===== src/cvl_pkg.sv =====
// Constants, types and register map for the conveyor level control block
// Functional notes
// [RL1] Analog setpoint spans min to max voltage
// [RL2] Pulsed mode alternates run and stop times
// [RL3] One sensor: on after passive for on-delay
// [RL4] One sensor: off after active for off-delay
// [RL5] Level change restarts running delay from zero
// [RL6] Conveyor runs only while enable is active
// [RL7] Two sensors: on when both low, delayed
// [RL8] Two sensors: off when both high, else hold
// [RL9] Mode selects off, one or two sensors
// [RL10] Nonzero timeout: on too long, error, stop
// [RL11] Timeout value zero disables on-time monitoring
// [RL12] Switch-off disabled: keep running, flag only
// [RL13] Air first, drive only after pre-time
// [RL14] Air stays on for post-time after stop
// [RL15] Air drives only outputs set to air
// [RL16] Per-input polarity applied before level logic
// [RL17] All timers advance on 1 ms tick
package cvl_pkg;

	// ----------------------------------------------------------------
	// Timing
	// ----------------------------------------------------------------
	localparam int unsigned CLK_HZ   = 125_000_000;
	localparam int unsigned TICK_MS  = 1;
	localparam int unsigned TICK_CYC = CLK_HZ / 1000 * TICK_MS;

	// ----------------------------------------------------------------
	// Register offsets (byte addresses)
	// ----------------------------------------------------------------
	localparam logic [7:0] OFS_CTRL     = 8'h00;
	localparam logic [7:0] OFS_IOCFG    = 8'h04;
	localparam logic [7:0] OFS_ON_DLY   = 8'h08;
	localparam logic [7:0] OFS_OFF_DLY  = 8'h0C;
	localparam logic [7:0] OFS_TMO      = 8'h10;
	localparam logic [7:0] OFS_PRE      = 8'h14;
	localparam logic [7:0] OFS_POST     = 8'h18;
	localparam logic [7:0] OFS_PLS_ON   = 8'h1C;
	localparam logic [7:0] OFS_PLS_OFF  = 8'h20;
	localparam logic [7:0] OFS_VOLT     = 8'h24;
	localparam logic [7:0] OFS_SETPT    = 8'h28;
	localparam logic [7:0] OFS_STATUS   = 8'h2C;
	localparam logic [7:0] OFS_IRQ_STAT = 8'h30;
	localparam logic [7:0] OFS_IRQ_CLR  = 8'h34;
	localparam logic [7:0] OFS_IRQ_EN   = 8'h38;

	// ----------------------------------------------------------------
	// Reset values
	// ----------------------------------------------------------------
	localparam logic [15:0] RST_DLY   = 16'h001E;
	localparam logic [15:0] RST_PLS   = 16'h0032;
	localparam logic [15:0] RST_TMO   = 16'h0000;
	localparam logic [11:0] RST_VMIN  = 12'h032;
	localparam logic [11:0] RST_VMAX  = 12'h0C8;
	localparam logic [11:0] RST_SETPT = 12'h0C8;

	// ----------------------------------------------------------------
	// Field positions
	// ----------------------------------------------------------------
	localparam int unsigned VMAX_POS  = 16;
	localparam int unsigned IRQ_ON    = 0;
	localparam int unsigned IRQ_OFF   = 1;
	localparam int unsigned IRQ_TMO   = 2;
	localparam int unsigned IRQ_W     = 3;

	// ----------------------------------------------------------------
	// Enumerations
	// ----------------------------------------------------------------
	typedef enum logic [1:0] {
		LVL_OFF = 2'h0,
		LVL_ONE = 2'h1,
		LVL_TWO = 2'h2,
		LVL_RSV = 2'h3
	} cvl_lvl_mode_t;

	typedef enum logic [1:0] {
		IN_NONE   = 2'h0,
		IN_SENS1  = 2'h1,
		IN_SENS2  = 2'h2,
		IN_ENABLE = 2'h3
	} cvl_in_fn_t;

	typedef enum logic [1:0] {
		OUT_NONE    = 2'h0,
		OUT_AIR     = 2'h1,
		OUT_TIMEOUT = 2'h2,
		OUT_RUNNING = 2'h3
	} cvl_out_fn_t;

	// Control register layout, high bits first
	typedef struct packed {
		logic          analog_sel;
		logic          pulsed_en;
		logic          run_key;
		logic          tmo_stop;
		cvl_lvl_mode_t mode;
	} cvl_ctrl_t;

	localparam cvl_ctrl_t RST_CTRL = '{analog_sel: 1'b0, pulsed_en: 1'b0,
		run_key: 1'b0, tmo_stop: 1'b1, mode: LVL_OFF};

	// Observed block state, read back through the status register
	typedef struct packed {
		logic sens2;
		logic sens1;
		logic enable;
		logic tmo_err;
		logic air;
		logic drive;
	} cvl_stat_t;

endpackage


===== src/cvl_sync.sv =====
// Two-stage synchroniser for pin inputs
`timescale 1ns/1ps
module cvl_sync #(
	parameter int unsigned W = 4
) (
	// Clock and reset
	input  wire logic         clk_i,
	input  wire logic         rst_i,
	// Data
	input  wire logic [W-1:0] d_i,
	output logic      [W-1:0] q_o
);

	logic [W-1:0] meta_q;

	always_ff @(posedge clk_i) begin
		if (rst_i) begin
			meta_q <= '0;
			q_o    <= '0;
		end else begin
			meta_q <= d_i;
			q_o    <= meta_q;
		end
	end

endmodule


===== src/cvl_level_ctrl.sv =====
// Conveyor level control with sorting air, pulsing and Wishbone registers
//
// Implementation choices: the register addresses and the Wishbone register port.
`timescale 1ns/1ps
module cvl_level_ctrl #(
	parameter int unsigned NUM_IN   = 4,
	parameter int unsigned NUM_OUT  = 2,
	parameter int unsigned TICK_CYC = cvl_pkg::TICK_CYC
) (
	// Clock and reset
	input  wire logic               clk_i,
	input  wire logic               rst_i,
	// Wishbone slave
	input  wire logic               cyc_i,
	input  wire logic               stb_i,
	input  wire logic               we_i,
	input  wire logic [7:0]         adr_i,
	input  wire logic [3:0]         sel_i,
	input  wire logic [31:0]        dat_i,
	output logic      [31:0]        dat_o,
	output logic                    ack_o,
	// Field pins
	input  wire logic [NUM_IN-1:0]  in_i,
	input  wire logic [7:0]         analog_i,
	output logic      [NUM_OUT-1:0] out_o,
	output logic                    drive_o,
	output logic      [11:0]        volt_o,
	output logic                    irq_o
);

	// ----------------------------------------------------------------
	// Registers
	// ----------------------------------------------------------------
	cvl_pkg::cvl_ctrl_t       ctrl_q;
	logic [2*NUM_IN-1:0]      in_fn_q;
	logic [NUM_IN-1:0]        in_inv_q;
	logic [2*NUM_OUT-1:0]     out_fn_q;
	logic [15:0]              on_dly_q;
	logic [15:0]              off_dly_q;
	logic [15:0]              tmo_q;
	logic [15:0]              pre_q;
	logic [15:0]              post_q;
	logic [15:0]              pls_on_q;
	logic [15:0]              pls_off_q;
	logic [11:0]              vmin_q;
	logic [11:0]              vmax_q;
	logic [11:0]              setpt_q;
	logic [cvl_pkg::IRQ_W-1:0] irq_stat_q;
	logic [cvl_pkg::IRQ_W-1:0] irq_en_q;

	logic                     acc;
	logic                     wr;
	logic [NUM_IN-1:0]        in_sync;
	logic [NUM_IN-1:0]        in_act;
	logic                     sens1;
	logic                     sens2;
	logic                     en_in;
	logic                     enable;
	cvl_pkg::cvl_stat_t       stat;

	// Byte lane merge for writes
	function automatic logic [31:0] merge(input logic [31:0] old,
		input logic [31:0] nw, input logic [3:0] sel);
		logic [31:0] r;
		r = old;
		for (int i = 0; i < 4; i++) begin
			if (sel[i]) begin
				r[8*i +: 8] = nw[8*i +: 8];
			end
		end
		return r;
	endfunction

	// One tick past the limit: the first tick may come at once
	function automatic logic done(input logic [15:0] cnt,
		input logic [15:0] lim);
		return (lim == 16'h0000) || (cnt > lim);
	endfunction

	assign acc = cyc_i && stb_i && !ack_o;
	assign wr  = acc && we_i;

	// ----------------------------------------------------------------
	// Input conditioning
	// ----------------------------------------------------------------
	cvl_sync #(
		.W(NUM_IN)
	) u_sync (
		.clk_i(clk_i),
		.rst_i(rst_i),
		.d_i  (in_i),
		.q_o  (in_sync)
	);

	assign in_act = in_sync ^ in_inv_q; // [RL16]

	always_comb begin
		sens1 = 1'b0;
		sens2 = 1'b0;
		en_in = 1'b0;
		for (int i = 0; i < NUM_IN; i++) begin
			unique case (cvl_pkg::cvl_in_fn_t'(in_fn_q[2*i +: 2]))
				cvl_pkg::IN_SENS1:  sens1 = sens1 | in_act[i];
				cvl_pkg::IN_SENS2:  sens2 = sens2 | in_act[i];
				cvl_pkg::IN_ENABLE: en_in = en_in | in_act[i];
				cvl_pkg::IN_NONE:   ;
			endcase
		end
	end

	assign enable = ctrl_q.run_key | en_in; // [RL6]

	// ----------------------------------------------------------------
	// Millisecond tick
	// ----------------------------------------------------------------
	localparam int unsigned TW = $clog2(TICK_CYC + 1);
	logic [TW-1:0] div_q;
	logic          tick_q;

	always_ff @(posedge clk_i) begin
		if (rst_i) begin
			div_q  <= '0;
			tick_q <= 1'b0;
		end else if (div_q == TW'(TICK_CYC - 1)) begin
			div_q  <= '0;
			tick_q <= 1'b1; // [RL17]
		end else begin
			div_q  <= div_q + 1'b1;
			tick_q <= 1'b0;
		end
	end

	// ----------------------------------------------------------------
	// Level evaluation
	// ----------------------------------------------------------------
	logic [1:0]  lvl_q;
	logic [15:0] dly_q;
	logic        lvl_on_q;
	logic        want_on;
	logic        want_off;

	always_comb begin
		want_on  = 1'b0;
		want_off = 1'b0;
		unique case (ctrl_q.mode)
			cvl_pkg::LVL_ONE: begin
				want_on  = !sens1; // [RL3]
				want_off = sens1;  // [RL4]
			end
			cvl_pkg::LVL_TWO: begin
				want_on  = !sens1 && !sens2; // [RL7]
				want_off = sens1 && sens2;   // [RL8]
			end
			default: ;
		endcase
	end

	always_ff @(posedge clk_i) begin
		if (rst_i) begin
			lvl_q    <= 2'b00;
			dly_q    <= '0;
			lvl_on_q <= 1'b0;
		end else begin
			lvl_q <= {sens2, sens1};
			if (ctrl_q.mode == cvl_pkg::LVL_OFF ||
				ctrl_q.mode == cvl_pkg::LVL_RSV) begin
				lvl_on_q <= 1'b1; // [RL9]
				dly_q    <= '0;
			end else if (lvl_q != {sens2, sens1}) begin
				dly_q <= '0; // [RL5]
			end else if ((!lvl_on_q && want_on) ||
				(lvl_on_q && want_off)) begin
				if (done(dly_q, lvl_on_q ? off_dly_q : on_dly_q)) begin
					lvl_on_q <= !lvl_on_q; // [RL3] [RL4] [RL7] [RL8]
					dly_q    <= '0;
				end else if (tick_q) begin
					dly_q <= dly_q + 1'b1;
				end
			end else begin
				dly_q <= '0;
			end
		end
	end

	// ----------------------------------------------------------------
	// On-time monitoring
	// ----------------------------------------------------------------
	logic [15:0] ontime_q;
	logic        tmo_err_q;
	logic        req;

	always_ff @(posedge clk_i) begin
		if (rst_i) begin
			ontime_q  <= '0;
			tmo_err_q <= 1'b0;
		end else if (!enable || !lvl_on_q) begin
			ontime_q  <= '0;
			tmo_err_q <= 1'b0;
		end else if (tmo_q == 16'h0000) begin
			ontime_q <= '0; // [RL11]
		end else if (done(ontime_q, tmo_q)) begin
			tmo_err_q <= 1'b1; // [RL10]
		end else if (tick_q) begin
			ontime_q <= ontime_q + 1'b1;
		end
	end

	// Error stops only when switch-off is selected
	assign req = enable && lvl_on_q &&
		!(tmo_err_q && ctrl_q.tmo_stop); // [RL6] [RL10] [RL12]

	// ----------------------------------------------------------------
	// Sorting air and drive sequence
	// ----------------------------------------------------------------
	typedef enum logic [1:0] {
		ST_IDLE,
		ST_PRE,
		ST_RUN,
		ST_POST
	} cvl_seq_t;

	cvl_seq_t    seq_q;
	logic [15:0] seq_cnt_q;
	logic [15:0] pls_cnt_q;
	logic        pls_off_ph_q;

	always_ff @(posedge clk_i) begin
		if (rst_i) begin
			seq_q     <= ST_IDLE;
			seq_cnt_q <= '0;
		end else begin
			unique case (seq_q)
				ST_IDLE: begin
					seq_cnt_q <= '0;
					if (req) begin
						seq_q <= ST_PRE; // [RL13]
					end
				end
				ST_PRE: begin
					if (!req) begin
						seq_q     <= ST_POST;
						seq_cnt_q <= '0;
					end else if (done(seq_cnt_q, pre_q)) begin
						seq_q     <= ST_RUN; // [RL13]
						seq_cnt_q <= '0;
					end else if (tick_q) begin
						seq_cnt_q <= seq_cnt_q + 1'b1;
					end
				end
				ST_RUN: begin
					if (!req) begin
						seq_q     <= ST_POST; // [RL14]
						seq_cnt_q <= '0;
					end
				end
				ST_POST: begin
					if (req) begin
						seq_q     <= ST_PRE;
						seq_cnt_q <= '0;
					end else if (done(seq_cnt_q, post_q)) begin
						seq_q <= ST_IDLE; // [RL14]
					end else if (tick_q) begin
						seq_cnt_q <= seq_cnt_q + 1'b1;
					end
				end
			endcase
		end
	end

	// Pulse phase restarts with each run so the first slice is full
	always_ff @(posedge clk_i) begin
		if (rst_i || seq_q != ST_RUN || !ctrl_q.pulsed_en) begin
			pls_cnt_q    <= '0;
			pls_off_ph_q <= 1'b0;
		end else if (done(pls_cnt_q,
			pls_off_ph_q ? pls_off_q : pls_on_q)) begin
			pls_cnt_q    <= '0;
			pls_off_ph_q <= !pls_off_ph_q; // [RL2]
		end else if (tick_q) begin
			pls_cnt_q <= pls_cnt_q + 1'b1;
		end
	end

	// ----------------------------------------------------------------
	// Output stage
	// ----------------------------------------------------------------
	logic        drive_d;
	logic        air_d;
	logic [11:0] target;
	logic [19:0] span;

	assign drive_d = (seq_q == ST_RUN) && !pls_off_ph_q; // [RL2] [RL13]
	assign air_d   = seq_q != ST_IDLE;                   // [RL13] [RL14]
	// Product kept at full width; a narrower span would clip high limits
	assign span    = 20'((vmax_q - vmin_q) * analog_i) / 20'd255;
	assign target  = ctrl_q.analog_sel ?
		12'(vmin_q + span[11:0]) : setpt_q; // [RL1]

	always_ff @(posedge clk_i) begin
		if (rst_i) begin
			drive_o <= 1'b0;
			volt_o  <= '0;
			out_o   <= '0;
		end else begin
			drive_o <= drive_d;
			volt_o  <= drive_d ? target : 12'h000;
			for (int i = 0; i < NUM_OUT; i++) begin
				unique case (cvl_pkg::cvl_out_fn_t'(out_fn_q[2*i +: 2]))
					cvl_pkg::OUT_AIR:     out_o[i] <= air_d; // [RL15]
					cvl_pkg::OUT_TIMEOUT: out_o[i] <= tmo_err_q; // [RL12]
					cvl_pkg::OUT_RUNNING: out_o[i] <= drive_d;
					cvl_pkg::OUT_NONE:    out_o[i] <= 1'b0;
				endcase
			end
		end
	end

	// ----------------------------------------------------------------
	// Interrupts
	// ----------------------------------------------------------------
	logic                      drive_pq;
	logic                      err_pq;
	logic [cvl_pkg::IRQ_W-1:0] ev;
	logic [cvl_pkg::IRQ_W-1:0] clr;

	always_comb begin
		ev                   = '0;
		ev[cvl_pkg::IRQ_ON]  = drive_d && !drive_pq;
		ev[cvl_pkg::IRQ_OFF] = !drive_d && drive_pq;
		ev[cvl_pkg::IRQ_TMO] = tmo_err_q && !err_pq;
		clr = '0;
		if (wr && adr_i == cvl_pkg::OFS_IRQ_CLR && sel_i[0]) begin
			clr = dat_i[cvl_pkg::IRQ_W-1:0];
		end
	end

	always_ff @(posedge clk_i) begin
		if (rst_i) begin
			drive_pq   <= 1'b0;
			err_pq     <= 1'b0;
			irq_stat_q <= '0;
			irq_o      <= 1'b0;
		end else begin
			drive_pq   <= drive_d;
			err_pq     <= tmo_err_q;
			// Set wins over a clear in the same cycle
			irq_stat_q <= (irq_stat_q & ~clr) | ev;
			irq_o      <= |(((irq_stat_q & ~clr) | ev) & irq_en_q);
		end
	end

	// ----------------------------------------------------------------
	// Wishbone register file
	// ----------------------------------------------------------------
	always_ff @(posedge clk_i) begin
		if (rst_i) begin
			ctrl_q    <= cvl_pkg::RST_CTRL;
			in_fn_q   <= '0;
			in_inv_q  <= '0;
			out_fn_q  <= '0;
			on_dly_q  <= cvl_pkg::RST_DLY;
			off_dly_q <= cvl_pkg::RST_DLY;
			tmo_q     <= cvl_pkg::RST_TMO;
			pre_q     <= cvl_pkg::RST_DLY;
			post_q    <= cvl_pkg::RST_DLY;
			pls_on_q  <= cvl_pkg::RST_PLS;
			pls_off_q <= cvl_pkg::RST_PLS;
			vmin_q    <= cvl_pkg::RST_VMIN;
			vmax_q    <= cvl_pkg::RST_VMAX;
			setpt_q   <= cvl_pkg::RST_SETPT;
			irq_en_q  <= '0;
		end else if (wr) begin
			unique case (adr_i)
				cvl_pkg::OFS_CTRL: ctrl_q <= cvl_pkg::cvl_ctrl_t'(
					merge(32'(ctrl_q), dat_i, sel_i));
				cvl_pkg::OFS_IOCFG: begin
					in_fn_q  <= (2*NUM_IN)'(merge(32'(in_fn_q),
						dat_i, sel_i));
					in_inv_q <= NUM_IN'(merge(32'(in_inv_q) << 8,
						dat_i, sel_i) >> 8);
					out_fn_q <= (2*NUM_OUT)'(merge(
						32'(out_fn_q) << 16, dat_i, sel_i) >> 16);
				end
				cvl_pkg::OFS_ON_DLY: on_dly_q <=
					16'(merge(32'(on_dly_q), dat_i, sel_i));
				cvl_pkg::OFS_OFF_DLY: off_dly_q <=
					16'(merge(32'(off_dly_q), dat_i, sel_i));
				cvl_pkg::OFS_TMO: tmo_q <=
					16'(merge(32'(tmo_q), dat_i, sel_i));
				cvl_pkg::OFS_PRE: pre_q <=
					16'(merge(32'(pre_q), dat_i, sel_i));
				cvl_pkg::OFS_POST: post_q <=
					16'(merge(32'(post_q), dat_i, sel_i));
				cvl_pkg::OFS_PLS_ON: pls_on_q <=
					16'(merge(32'(pls_on_q), dat_i, sel_i));
				cvl_pkg::OFS_PLS_OFF: pls_off_q <=
					16'(merge(32'(pls_off_q), dat_i, sel_i));
				cvl_pkg::OFS_VOLT: begin
					vmin_q <= 12'(merge(32'(vmin_q), dat_i, sel_i));
					vmax_q <= 12'(merge(32'(vmax_q) << cvl_pkg::VMAX_POS,
						dat_i, sel_i) >> cvl_pkg::VMAX_POS);
				end
				cvl_pkg::OFS_SETPT: setpt_q <=
					12'(merge(32'(setpt_q), dat_i, sel_i));
				cvl_pkg::OFS_IRQ_EN: irq_en_q <=
					(cvl_pkg::IRQ_W)'(merge(32'(irq_en_q), dat_i, sel_i));
				default: ;
			endcase
		end
	end

	assign stat = '{sens2: sens2, sens1: sens1, enable: enable,
		tmo_err: tmo_err_q, air: air_d, drive: drive_d};

	always_ff @(posedge clk_i) begin
		if (rst_i) begin
			ack_o <= 1'b0;
			dat_o <= '0;
		end else begin
			ack_o <= acc;
			dat_o <= '0;
			if (acc && !we_i) begin
				unique case (adr_i)
					cvl_pkg::OFS_CTRL:     dat_o <= 32'(ctrl_q);
					cvl_pkg::OFS_IOCFG:    dat_o <= 32'(in_fn_q) |
						(32'(in_inv_q) << 8) | (32'(out_fn_q) << 16);
					cvl_pkg::OFS_ON_DLY:   dat_o <= 32'(on_dly_q);
					cvl_pkg::OFS_OFF_DLY:  dat_o <= 32'(off_dly_q);
					cvl_pkg::OFS_TMO:      dat_o <= 32'(tmo_q);
					cvl_pkg::OFS_PRE:      dat_o <= 32'(pre_q);
					cvl_pkg::OFS_POST:     dat_o <= 32'(post_q);
					cvl_pkg::OFS_PLS_ON:   dat_o <= 32'(pls_on_q);
					cvl_pkg::OFS_PLS_OFF:  dat_o <= 32'(pls_off_q);
					cvl_pkg::OFS_VOLT:     dat_o <= 32'(vmin_q) |
						(32'(vmax_q) << cvl_pkg::VMAX_POS);
					cvl_pkg::OFS_SETPT:    dat_o <= 32'(setpt_q);
					cvl_pkg::OFS_STATUS:   dat_o <= 32'(stat);
					cvl_pkg::OFS_IRQ_STAT: dat_o <= 32'(irq_stat_q);
					cvl_pkg::OFS_IRQ_EN:   dat_o <= 32'(irq_en_q);
					default:               dat_o <= '0;
				endcase
			end
		end
	end

endmodule


===== config.mk =====
export PLATFORM = sky130hd
export DESIGN_NAME = cvl_level_ctrl
export DESIGN_NICKNAME = d
export VERILOG_FILES = /design/src/cvl_pkg.sv /design/src/cvl_sync.sv /design/src/cvl_level_ctrl.sv
export SDC_FILE = /design/constraint.sdc
export NUM_CORES = 1
export LEC_CHECK = 0
export ABC_CLOCK_PERIOD_IN_PS = 43800
export BUFFER_PORTS_ARGS = -buffer_cell sky130_fd_sc_hd__buf_4
export CELL_PAD_IN_SITES_DETAIL_PLACEMENT = 1
export CELL_PAD_IN_SITES_GLOBAL_PLACEMENT = 1
export CORE_MARGIN = 2
export CORE_UTILIZATION = 40
export DETAILED_ROUTE_END_ITERATION = 8
export PLACE_DENSITY_LB_ADDON = 0.1
export SLEW_MARGIN = 20
export SYNTH_ARGS = -nofsm -noshare
export SYNTH_HDL_FRONTEND = slang
export SYNTH_SLANG_ARGS = --single-unit

===== constraint.sdc =====
create_clock -name clk_i -period 43.8 [get_ports clk_i]
set_clock_uncertainty 0.05 [all_clocks]
set_input_delay 2.19 -clock clk_i [delete_from_list [all_inputs] [get_ports clk_i]]
set_output_delay 2.19 -clock clk_i [all_outputs]
set_load 0.02 [all_outputs]

Yosys cells after proc, flatten, opt, wreduce, memory -nomap -nowiden
Cells that the tools add are included.

Register bits: 323. Input bits: 61. Output and inout bits: 49. Logic and storage cells: 264.

Add/subtract/negate cells: 7. $mul: 1. Divide/modulo/power cells: 1. Magnitude comparators: 5. Equality and inequality tests: 47. Multiplexer cells: 40. Bitwise logic cells: 23. Reduce and logical (&&, ||, !) cells: 90.

Operators by type and width (number): $pmux W28 S14 (1); $mux W16 (8); $gt A16 B16 Y1 (5); $logic_not A16 Y1 (5); $reduce_and A3 Y1 (26); $add A16 B1 Y16 const B (4); $pmux W16 S4 (1); $eq A8 B6 Y1 const B (7); $eq A2 B2 Y1 const B (16); $eq A8 B5 Y1 const B (4); $or A12 B28 Y28 (1); $div A20 B8 Y20 const B (1); $mul A13 B9 Y20 (1); $or A12 B20 Y20 (1); $add A17 B1 Y17 const B (1); $eq A17 B17 Y1 const B (1); $logic_and A1 B1 Y1 (17); $mux W1 (17); $eq A2 B1 Y1 const B (8); $eq A8 B4 Y1 const B (2); $sub A12 B12 Y13 (1); $add A12 B12 Y12 (1); $logic_not A1 Y1 (12); $mux W12 (1); 25 further kinds (72).

Depth between registers and ports, before layout
Gate-level depths: netlist of the first run.

Depth in word-level cells: 16. Mapped depth: 79. Gate-level depth less buffers: 73.

Modules after synthesis
A second synthesis of the first run with hierarchy kept.

Cell total of the unflattened synthesis: 2909. Area total of the unflattened synthesis: 23179.7 um^2.

By module, submodules not included: cvl_level_ctrl (times used 1, cells an instance 2893, area an instance 22969.5 um^2, sequential area each 6226.0 um^2); cvl_sync (times used 1, cells an instance 16, area an instance 210.2 um^2, sequential area each 160.2 um^2).

Worst setup path before layout of the first run
No wires, ideal clock.

Kind: register to register. Start: reg vmin_q[1]. End: reg volt_o[10]. Setup time: 0.128 ns. Data arrival time: 16.179 ns. Data required time: 43.622 ns. Path slack: 27.443 ns. Cell stages (with the launch flop): 74. Buffers on the path: 3. Period minus slack after synthesis: 16.357 ns. Cells stage by stage: dfxtp_1 > inv_1 > ha_1 > nor2b_1 > o21ai_0 > nand2b_1 > a21o_1 > a21o_1 > a21o_1 > a21o_1 > a21o_1 > a21o_1 > a21o_1 > a21oi_1 > xnor2_1 > nand2_1 > fa_1 > inv_1 > [38 not listed] > xnor2_1 > xnor2_1 > nor3b_1 > a31o_2 > a221o_1 > ha_1 > fa_1 > a21o_1 > a21o_1 > a21o_1 > a21oi_1 > o21bai_1 > a21oi_1 > o21bai_1 > a21oi_1 > xnor2_1 > mux2i_1 > nor2_1.

Cells in the longest elaborated chain, start to end: 5.

RTL lines: start: declaration (line cvl_level_ctrl.sv:45) `logic [11:0] vmin_q;`; start signal: assignment (line cvl_level_ctrl.sv:368) `vmin_q <= cvl_pkg::RST_VMIN;`; start signal: assignment (line cvl_level_ctrl.sv:399) `vmin_q <= 12'(merge(32'(vmin_q), dat_i, sel_i));`; $sub A12 B12 Y13 (line cvl_level_ctrl.sv:295) `assign span = 20'((vmax_q - vmin_q) * analog_i) / 20'd255;`; $mul A13 B9 Y20 (line cvl_level_ctrl.sv:295); $div A20 B8 Y20 (line cvl_level_ctrl.sv:295); $add A12 B12 Y12 * (line cvl_level_ctrl.sv:297) `12'(vmin_q + span[11:0]) : setpt_q;`; $mux W12 * (line cvl_level_ctrl.sv:296) `assign target = ctrl_q.analog_sel ?`; end signal: assignment (line cvl_level_ctrl.sv:306) `volt_o <= drive_d ? target : 12'h000;`; end: declaration (line cvl_level_ctrl.sv:27) `output logic [11:0] volt_o,`.

Every way passes the cells marked *; elsewhere a longest branch is shown, timed or not. A chain may end at the register's enable or synchronous reset.

Worst setup path in the final report of the first run
Start: reg vmin_q[4]. End: reg volt_o[10].

Same word-level chain as after synthesis.

==> results of run 1 <==
report_power, final:
group	internal [mW]	leakage (nW)	switching [mW]
logic	0.200	7.30	0.348
clock network	0.185	0.623	0.137
registers	0.292	2.57	0.00132
cells in the mapped netlist, drive strengths merged, types with 8 or more instances:
cell,n,share of area (%)
o31ai,11,0.46
and3,34,0.93
nand2,432,7.0
a31oi,30,0.84
a22oi,54,1.8
a221oi,18,0.76
dfxtp,319,28
inv,217,3.5
xnor2,68,2.6
and4,9,0.35
nor3,35,0.78
a22o,11,0.42
nand2b,25,0.71
a21oi,219,4.8
o21bai,13,0.49
o21a,16,0.52
or2,15,0.41
fa,81,7.0
o22ai,8,0.22
o21ai,69,1.5
nand4,50,1.4
or3,23,0.65
nand3b,13,0.42
a21o,43,1.4
ha,154,8.4
o211ai,20,0.67
xor2,66,2.5
buf,19,0.49
and2,72,2.0
clkbuf,99,1.6
nor2,224,3.6
a211oi,21,0.75
nor4,25,0.71
mux2i,81,3.5
nand3,115,2.5
nor2b,48,1.3
worst register-to-register path, delay by kind of cell, from the launching register on:
family                     cells  cell delay [ns]
buffers and inverters          7             0.63
DFF                            1             0.55
adders and majority gates      9             3.52
muxes                          1             0.30
and+or+nand+nor               17             5.09
xor gates and xnor gates       3             0.30
AOI/OAI and AO/OA             33             9.12
kinds of logic (layout without fill, tap and decap cells):
kind of cell	Yosys count	count (layout)
AO/OA/AOI/OAI	620	620
XOR/XNOR	135	135
adder cells (fa/ha/maj)	236	236
buffers and inverters	336	412
flip-flops	319	319
multiplexers	87	87
other	1	6
AND/OR/NAND/NOR	1144	1144
worst paths after layout:
path / start / to / depth (start not counted)
worst max register to register: vmin_q[4]$_SDFFE_PP1P_ / volt_o[10]$_SDFF_PP0_ / 70
worst min-delay path: u_sync.meta_q[2]$_SDFF_PP0_ / u_sync.q_o[2]$_SDFF_PP0_ / 1
worst max-delay path: vmin_q[4]$_SDFFE_PP1P_ / volt_o[10]$_SDFF_PP0_ / 70
worst min register to register: u_sync.meta_q[2]$_SDFF_PP0_ / u_sync.q_o[2]$_SDFF_PP0_ / 1
sequential cells by signal, summed over array words and instances (netlist names), 12 cells and up:
signal     cells
div_q         17
tmo_q         16
ontime_q      16
pls_off_q     16
seq_cnt_q     16
off_dly_q     16
volt_o        12
dly_q         16
post_q        16
vmin_q        12
on_dly_q      16
vmax_q        12
pls_on_q      16
dat_o         28
setpt_q       12
pre_q         16
pls_cnt_q     16
routing by layer:
metal	track usage, %	wire length (um)	vias up
met5	0	0	-
met4	9.68	2800	0
met3	2.96	2720	141
met2	50.9	41900	428
met1	33.0	34600	10800
li1	-	-	10100
stage by stage:
| stage | area, um^2 | cells |
|---|---|---|
| final | 25700 | 3715 |
| after global routing | 25700 | 3713 |
| after CTS | 25700 | 3713 |
| after detailed placement | 24500 | 3643 |
| after global placement | 24500 | 3643 |
| after floorplan | 23100 | 2881 |
final cells by class:
cell class	count	area [um^2]	share of cell area (%)
clock buffer	55	1150	4.47
timing repair buffer	124	935	3.63
antenna	2	5.00	0.0194
clock inverter	15	108	0.418
tap	756	946	3.68
sequential	319	6390	24.8
multi-input combinational	2226	15400	59.8
inverter	218	818	3.18
cell usage in the layout (no fill, tap or decap), drive strengths merged, types with 12 or more instances in the layout:
cell type,instances
o21a,16
clkinv,12
a31oi,30
nand2b,25
clkbuf,55
or2,15
a21o,43
nor2,224
mux2i,81
xor2,66
and2,72
ha,154
nand3,115
nor3,35
nand2,432
nand4,50
or3,23
dfxtp,319
a22oi,54
inv,220
a211oi,21
o211ai,20
o21ai,69
nor4,25
a221oi,18
and3,34
fa,81
xnor2,68
a21oi,219
nand3b,13
nor2b,48
o21bai,13
buf,124
==> flow_summary.yaml, run 1 <==
worst_setup_path:
  critPathArrivalTime_ns: 20.05
  crit_slowest_cell: "nor4_1"
  crit_path_start_kind: "register"
  worst-path-buf-inv: 7
  cp_max_fo: 14
  cp_top_family: "compound AO/OA/AOI/OAI gates"
  slowest_delay_ns: 0.81
  worstSetupPathType: "reg2reg"
  r2r_slack_ns: 24.14
  endpoint_kind: "register"
  cp.required_ns: 44.19
synth:
  postSynthAreaPerCell_um2: 8.01
  synth_xor_area_share_pct: 5.22
  synthesis.area_um2: 23000
  ys_warn_count: 0
  synth_edf_count: 0
  yosys.area_share.simple_pct: 23.8
  postSynthCellCount: 2878
  synth-seq-cells: 319
  synth_top_family_by_area: "simple AND/OR/NAND/NOR gates"
  synth-async-reset-ratio_pct: 0
  synth.area.mux_share_pct: 3.83
  synth_top_flop_cell: "dfxtp_1"
  yosysUniqueCellTypes: 114
  synth-seq-area-share_pct: 27.7
  synth-adder-area-share_pct: 15.4
  synth-compound-area-share_pct: 18.3
cts:
  numCtsBuffers: 40
  cts_buffer_depth: 3
  clock_latency_ns: 0.57
  cts_tree: "built"
  h-tree-depth: 2
  cts_setup_buffers: 0
  cts-root-buf: "clkbuf_16"
  cts-resized-gates: 0
  clk_pin_slew_ns: 0.06
  cts.sinks: 319
  postCtsHoldBufs: 0
grt:
  grt-ovfl-total: 0
  grt_first_pass_wirelength_mm: 130
  antenna_found_initial: 0
  grt_max_degree: 90
  grt_pass1_vias: 22800
  grtUsageTotal_pct: 27.6
layout:
  nFillCells: 6860
  final_nets: 3225
  final_util_pct: 45.4
  areaGrowthSynthToFinish_pct: 11.7
  layout-drive-gt1-share_pct: 8.66
pwr:
  power_leakage_nw: 10.5
  powerDensity_nw_per_um2: 45.2
  total_power_mw: 1.16
  ir_drop_mv: 0.0342
sta:
  tns_ns: 0
  tightestPinTransition_ns: 1.10
  fmax_mhz: 50.9
  period_minus_slack_ns: 19.66
  fin_ws_ns: 24.14
  hold_violations: 0
  timing.final.crit_share_pct: 44.9
  max_slew_margin_pct: 26.1
  rsz0062_at_grt: "false"
  hold_slack_ns: 0.392
  maxSlewViolCount: 0
  finalSetupViolCount: 0
route:
  ant_nets: 0
  drcViolationCount: 0
  wl_per_cell_um: 22.1
  drt-pass1-iter-count: 5
  routed_via_density: 5.78
  first_iter_violations: 1117
  wl_mm: 82.0
  via_count: 21500
place:
  hpwl_mm: 63.5
  port_buffers: 101
  place_ws_ns: 24.31
  gp_congestion: 0.933
outcome:
  status: "finished, final reports clean"
floorplanning:
  initial_core_util_pct: 40.6
  die_area_um2: 59500
  die_h_um: 244
  coreArea_um2: 56700
  std_cell_rows: 87
  ios: 110
  die_width_um: 244
worst_hold_path:
  hold_class: "reg2reg"
run:
  cap_violations: 0
Power figures use the tool's default switching activity.
==> run 2, diff against run 1 <==
--- a/config.mk
+++ b/config.mk
@@ -5,7 +5,7 @@
 export SDC_FILE = /design/constraint.sdc
 export NUM_CORES = 1
 export LEC_CHECK = 0
-export ABC_CLOCK_PERIOD_IN_PS = 43800
+export ABC_CLOCK_PERIOD_IN_PS = 16600
 export BUFFER_PORTS_ARGS = -buffer_cell sky130_fd_sc_hd__buf_4
 export CELL_PAD_IN_SITES_DETAIL_PLACEMENT = 1
 export CELL_PAD_IN_SITES_GLOBAL_PLACEMENT = 1
==> constraint.sdc (replaced) <==
create_clock -name clk_i -period 16.6 [get_ports clk_i]
set_clock_uncertainty 0.05 [all_clocks]
set_input_delay 0.83 -clock clk_i [delete_from_list [all_inputs] [get_ports clk_i]]
set_output_delay 0.83 -clock clk_i [all_outputs]
set_load 0.02 [all_outputs]
==> run 2 against run 1 <==
Compared with the run above: final cell count increased by 8.1%; register-to-register slack got worse by 24 ns; die area unchanged; sequential power increased to 2.6 times the previous value; clock-buffer cell count decreased by 5; final area increased by 13%; worst setup slack got worse by 24 ns; wire length increased by 6.4%; largest power group unchanged.
==> flow_summary.yaml, run 2 (synthesized netlist as in run 1, its figures left out) <==
cts:
  numCtsBuffers: 39
  clk_pin_slew_ns: 0.06
  cts_tree: "built"
  h-tree-depth: 2
  cts.sinks: 319
  cts-root-buf: "clkbuf_16"
  clock_latency_ns: 0.56
  cts_buffer_depth: 3
worst_hold_path:
  hold_class: "reg2reg"
  min_from: "div_q[0]$_SDFF_PP0_"
  hold_end: "div_q[0]$_SDFF_PP0_"
  min_path_cells: 1
floorplanning:
  die_area_um2: 59500
  ios: 110
  std_cell_rows: 87
  initial_core_util_pct: 40.6
  die_width_um: 244
  coreArea_um2: 56700
  die_h_um: 244
pwr:
  switching_share_pct: 39.7
  power_leakage_nw: 12.1
  pwr-share-seq_pct: 19.1
  powerDensity_nw_per_um2: 139
  power_switching_mw: 1.60
  p_int_mw: 2.44
  comb_power_share_pct: 59.6
  power.share.clock_pct: 21.2
  total_power_mw: 4.04
  ir_drop_mv: 0.118
sta:
  fin_ws_ns: 0.401
  maxSlewViolCount: 0
  hold_violations: 0
  tightestPinTransition_ns: 1.17
  fmax_mhz: 61.7
  rsz0062_at_grt: "true"
  timing.final.crit_share_pct: 97.6
  period_minus_slack_ns: 16.20
  max_slew_margin_pct: 21.9
  finalSetupViolCount: 0
worst_setup_path:
  r2r_end: "volt_o[11]$_SDFF_PP0_"
  cp-startpoint: "vmin_q[1]$_SDFFE_PP1P_"
  cp_max_fo: 5
  crit_path_start_kind: "register"
  worstSetupPathType: "reg2reg"
  r2r-start: "vmin_q[1]$_SDFFE_PP1P_"
  endpoint_kind: "register"
  crit_top_cell: "a21o_1"
  critPathArrivalTime_ns: 16.56
  slowest_delay_ns: 0.56
  r2r_slack_ns: 0.40
  r2r_cells: 71
  cp.required_ns: 16.96
  crit_slowest_cell: "or4_4"
place:
  gp_congestion: 0.910
  place_ws_ns: -0.583
  hpwl_mm: 67.1
  port_buffers: 101
  postPlaceCellArea_um2: 26500
route:
  drcViolationCount: 0
  wl_per_cell_um: 21.7
  ant_nets: 0
  wl_mm: 87.3
  via_count: 22800
  drt-pass1-iter-count: 5
  routed_via_density: 5.68
  first_iter_violations: 1183
layout:
  reg_top3: "dat_o (28), div_q (17)"
  areaGrowthSynthToFinish_pct: 25.7
  final_cell_mix: "nand2_1 (425), buf_4 (418), dfxtp_1 (314)"
  mostFrequentLayoutCell: "nand2_1"
  largest_reg_flops: 28
  final_nets: 3527
  largest-register: "dat_o"
  final_area_um2: 29000
  layout-drive-gt1-share_pct: 21.4
grt:
  grtUsageTotal_pct: 28.7
  grt_first_pass_wirelength_mm: 136
  antenna_found_initial: 2
  grt-ovfl-total: 0
  grt_pass1_vias: 24300
  grt_max_degree: 95
run:
  cap_violations: 0
outcome:
  status: "finished, final reports clean"
[run 2: cell count changes in the layout (fill, tap and decap cells not counted), sizes merged]
cell    before  now
buf        124  426
clkbuf      55   50
bufinv       0    4
diode        2    1
nor4b        4    5
[run 2: layout make-up]
type	instances	area, um^2
Antenna cell	1	2.50
Multi-Input combinational cell	2227	16300
Sequential cell	319	6390
Fill cell	6766	27800
Inverter	218	818
Tap cell	756	946
Timing Repair Buffer	426	3230
Clock buffer	50	1040
Clock inverter	19	213
[run 2: worst max-delay path by stage]
stage	cells after the start	slack (ns)	endpoint
6_report	71	0.40	volt_o[11]$_SDFF_PP0_
5_1_grt	80	-0.30	volt_o[11]$_SDFF_PP0_
4_1_cts	71	0.003	volt_o[11]$_SDFF_PP0_
3_5_place_dp	74	-0.58	volt_o[10]$_SDFF_PP0_
3_3_place_gp	73	-0.25	volt_o[10]$_SDFF_PP0_
2_1_floorplan	73	0.24	volt_o[10]$_SDFF_PP0_
[run 2: critical path, delay by kind of cell (launching register included)]
kind | cells | cell delay (ns)
compound gates | 39 | 8.15
simple gates | 12 | 3.05
fa+ha+maj | 7 | 2.60
buf+inv | 8 | 0.88
mux | 3 | 0.72
flops | 1 | 0.33
xor+xnor | 2 | 0.29
[run 2: timing repair]
action / CTS / global route
setup endpoints to repair: 6 / 8
gates cloned: 1 / 0
endpoints found under the hold margin: 0 / 0
hold buffers: 0 / 0
resized for setup: 50 / 155
pin swaps: 15 / 111
setup buffers: 5 / 32
[run 2: layer usage]
metal	GRT usage, %	vias to the layer above	share of wire (%)
met1	34.2	11400	41
met5	0	-	0
met2	52.5	478	51
met3	3.36	149	3.9
met4	10.8	0	3.7
li1	-	10700	-
[run 2: power by group through the flow]
stage          Clock, mW  Sequential, mW  Combinational, mW
5_1_grt            0.906           0.773               2.60
6_report           0.858           0.773               2.41
4_1_cts            0.874           0.773               2.11
3_3_place_gp           0           0.790               1.93
3_5_place_dp           0           0.790               2.00
2_1_floorplan          0           0.789               1.08
[run 2: stage by stage]
stage / hold slack (ns) / util [%] / cells / TNS (ns)
finish: 0.399 / 51.1 / 4016 / 0
global placement: 0.378 / 46.7 / 3909 / -0.581
global route: 0.410 / 51.1 / 4015 / -1.12
floorplan: 0.364 / - / 2881 / 0
detailed placement: 0.386 / 46.7 / 3909 / -1.99
CTS: 0.402 / 49.4 / 3984 / 0
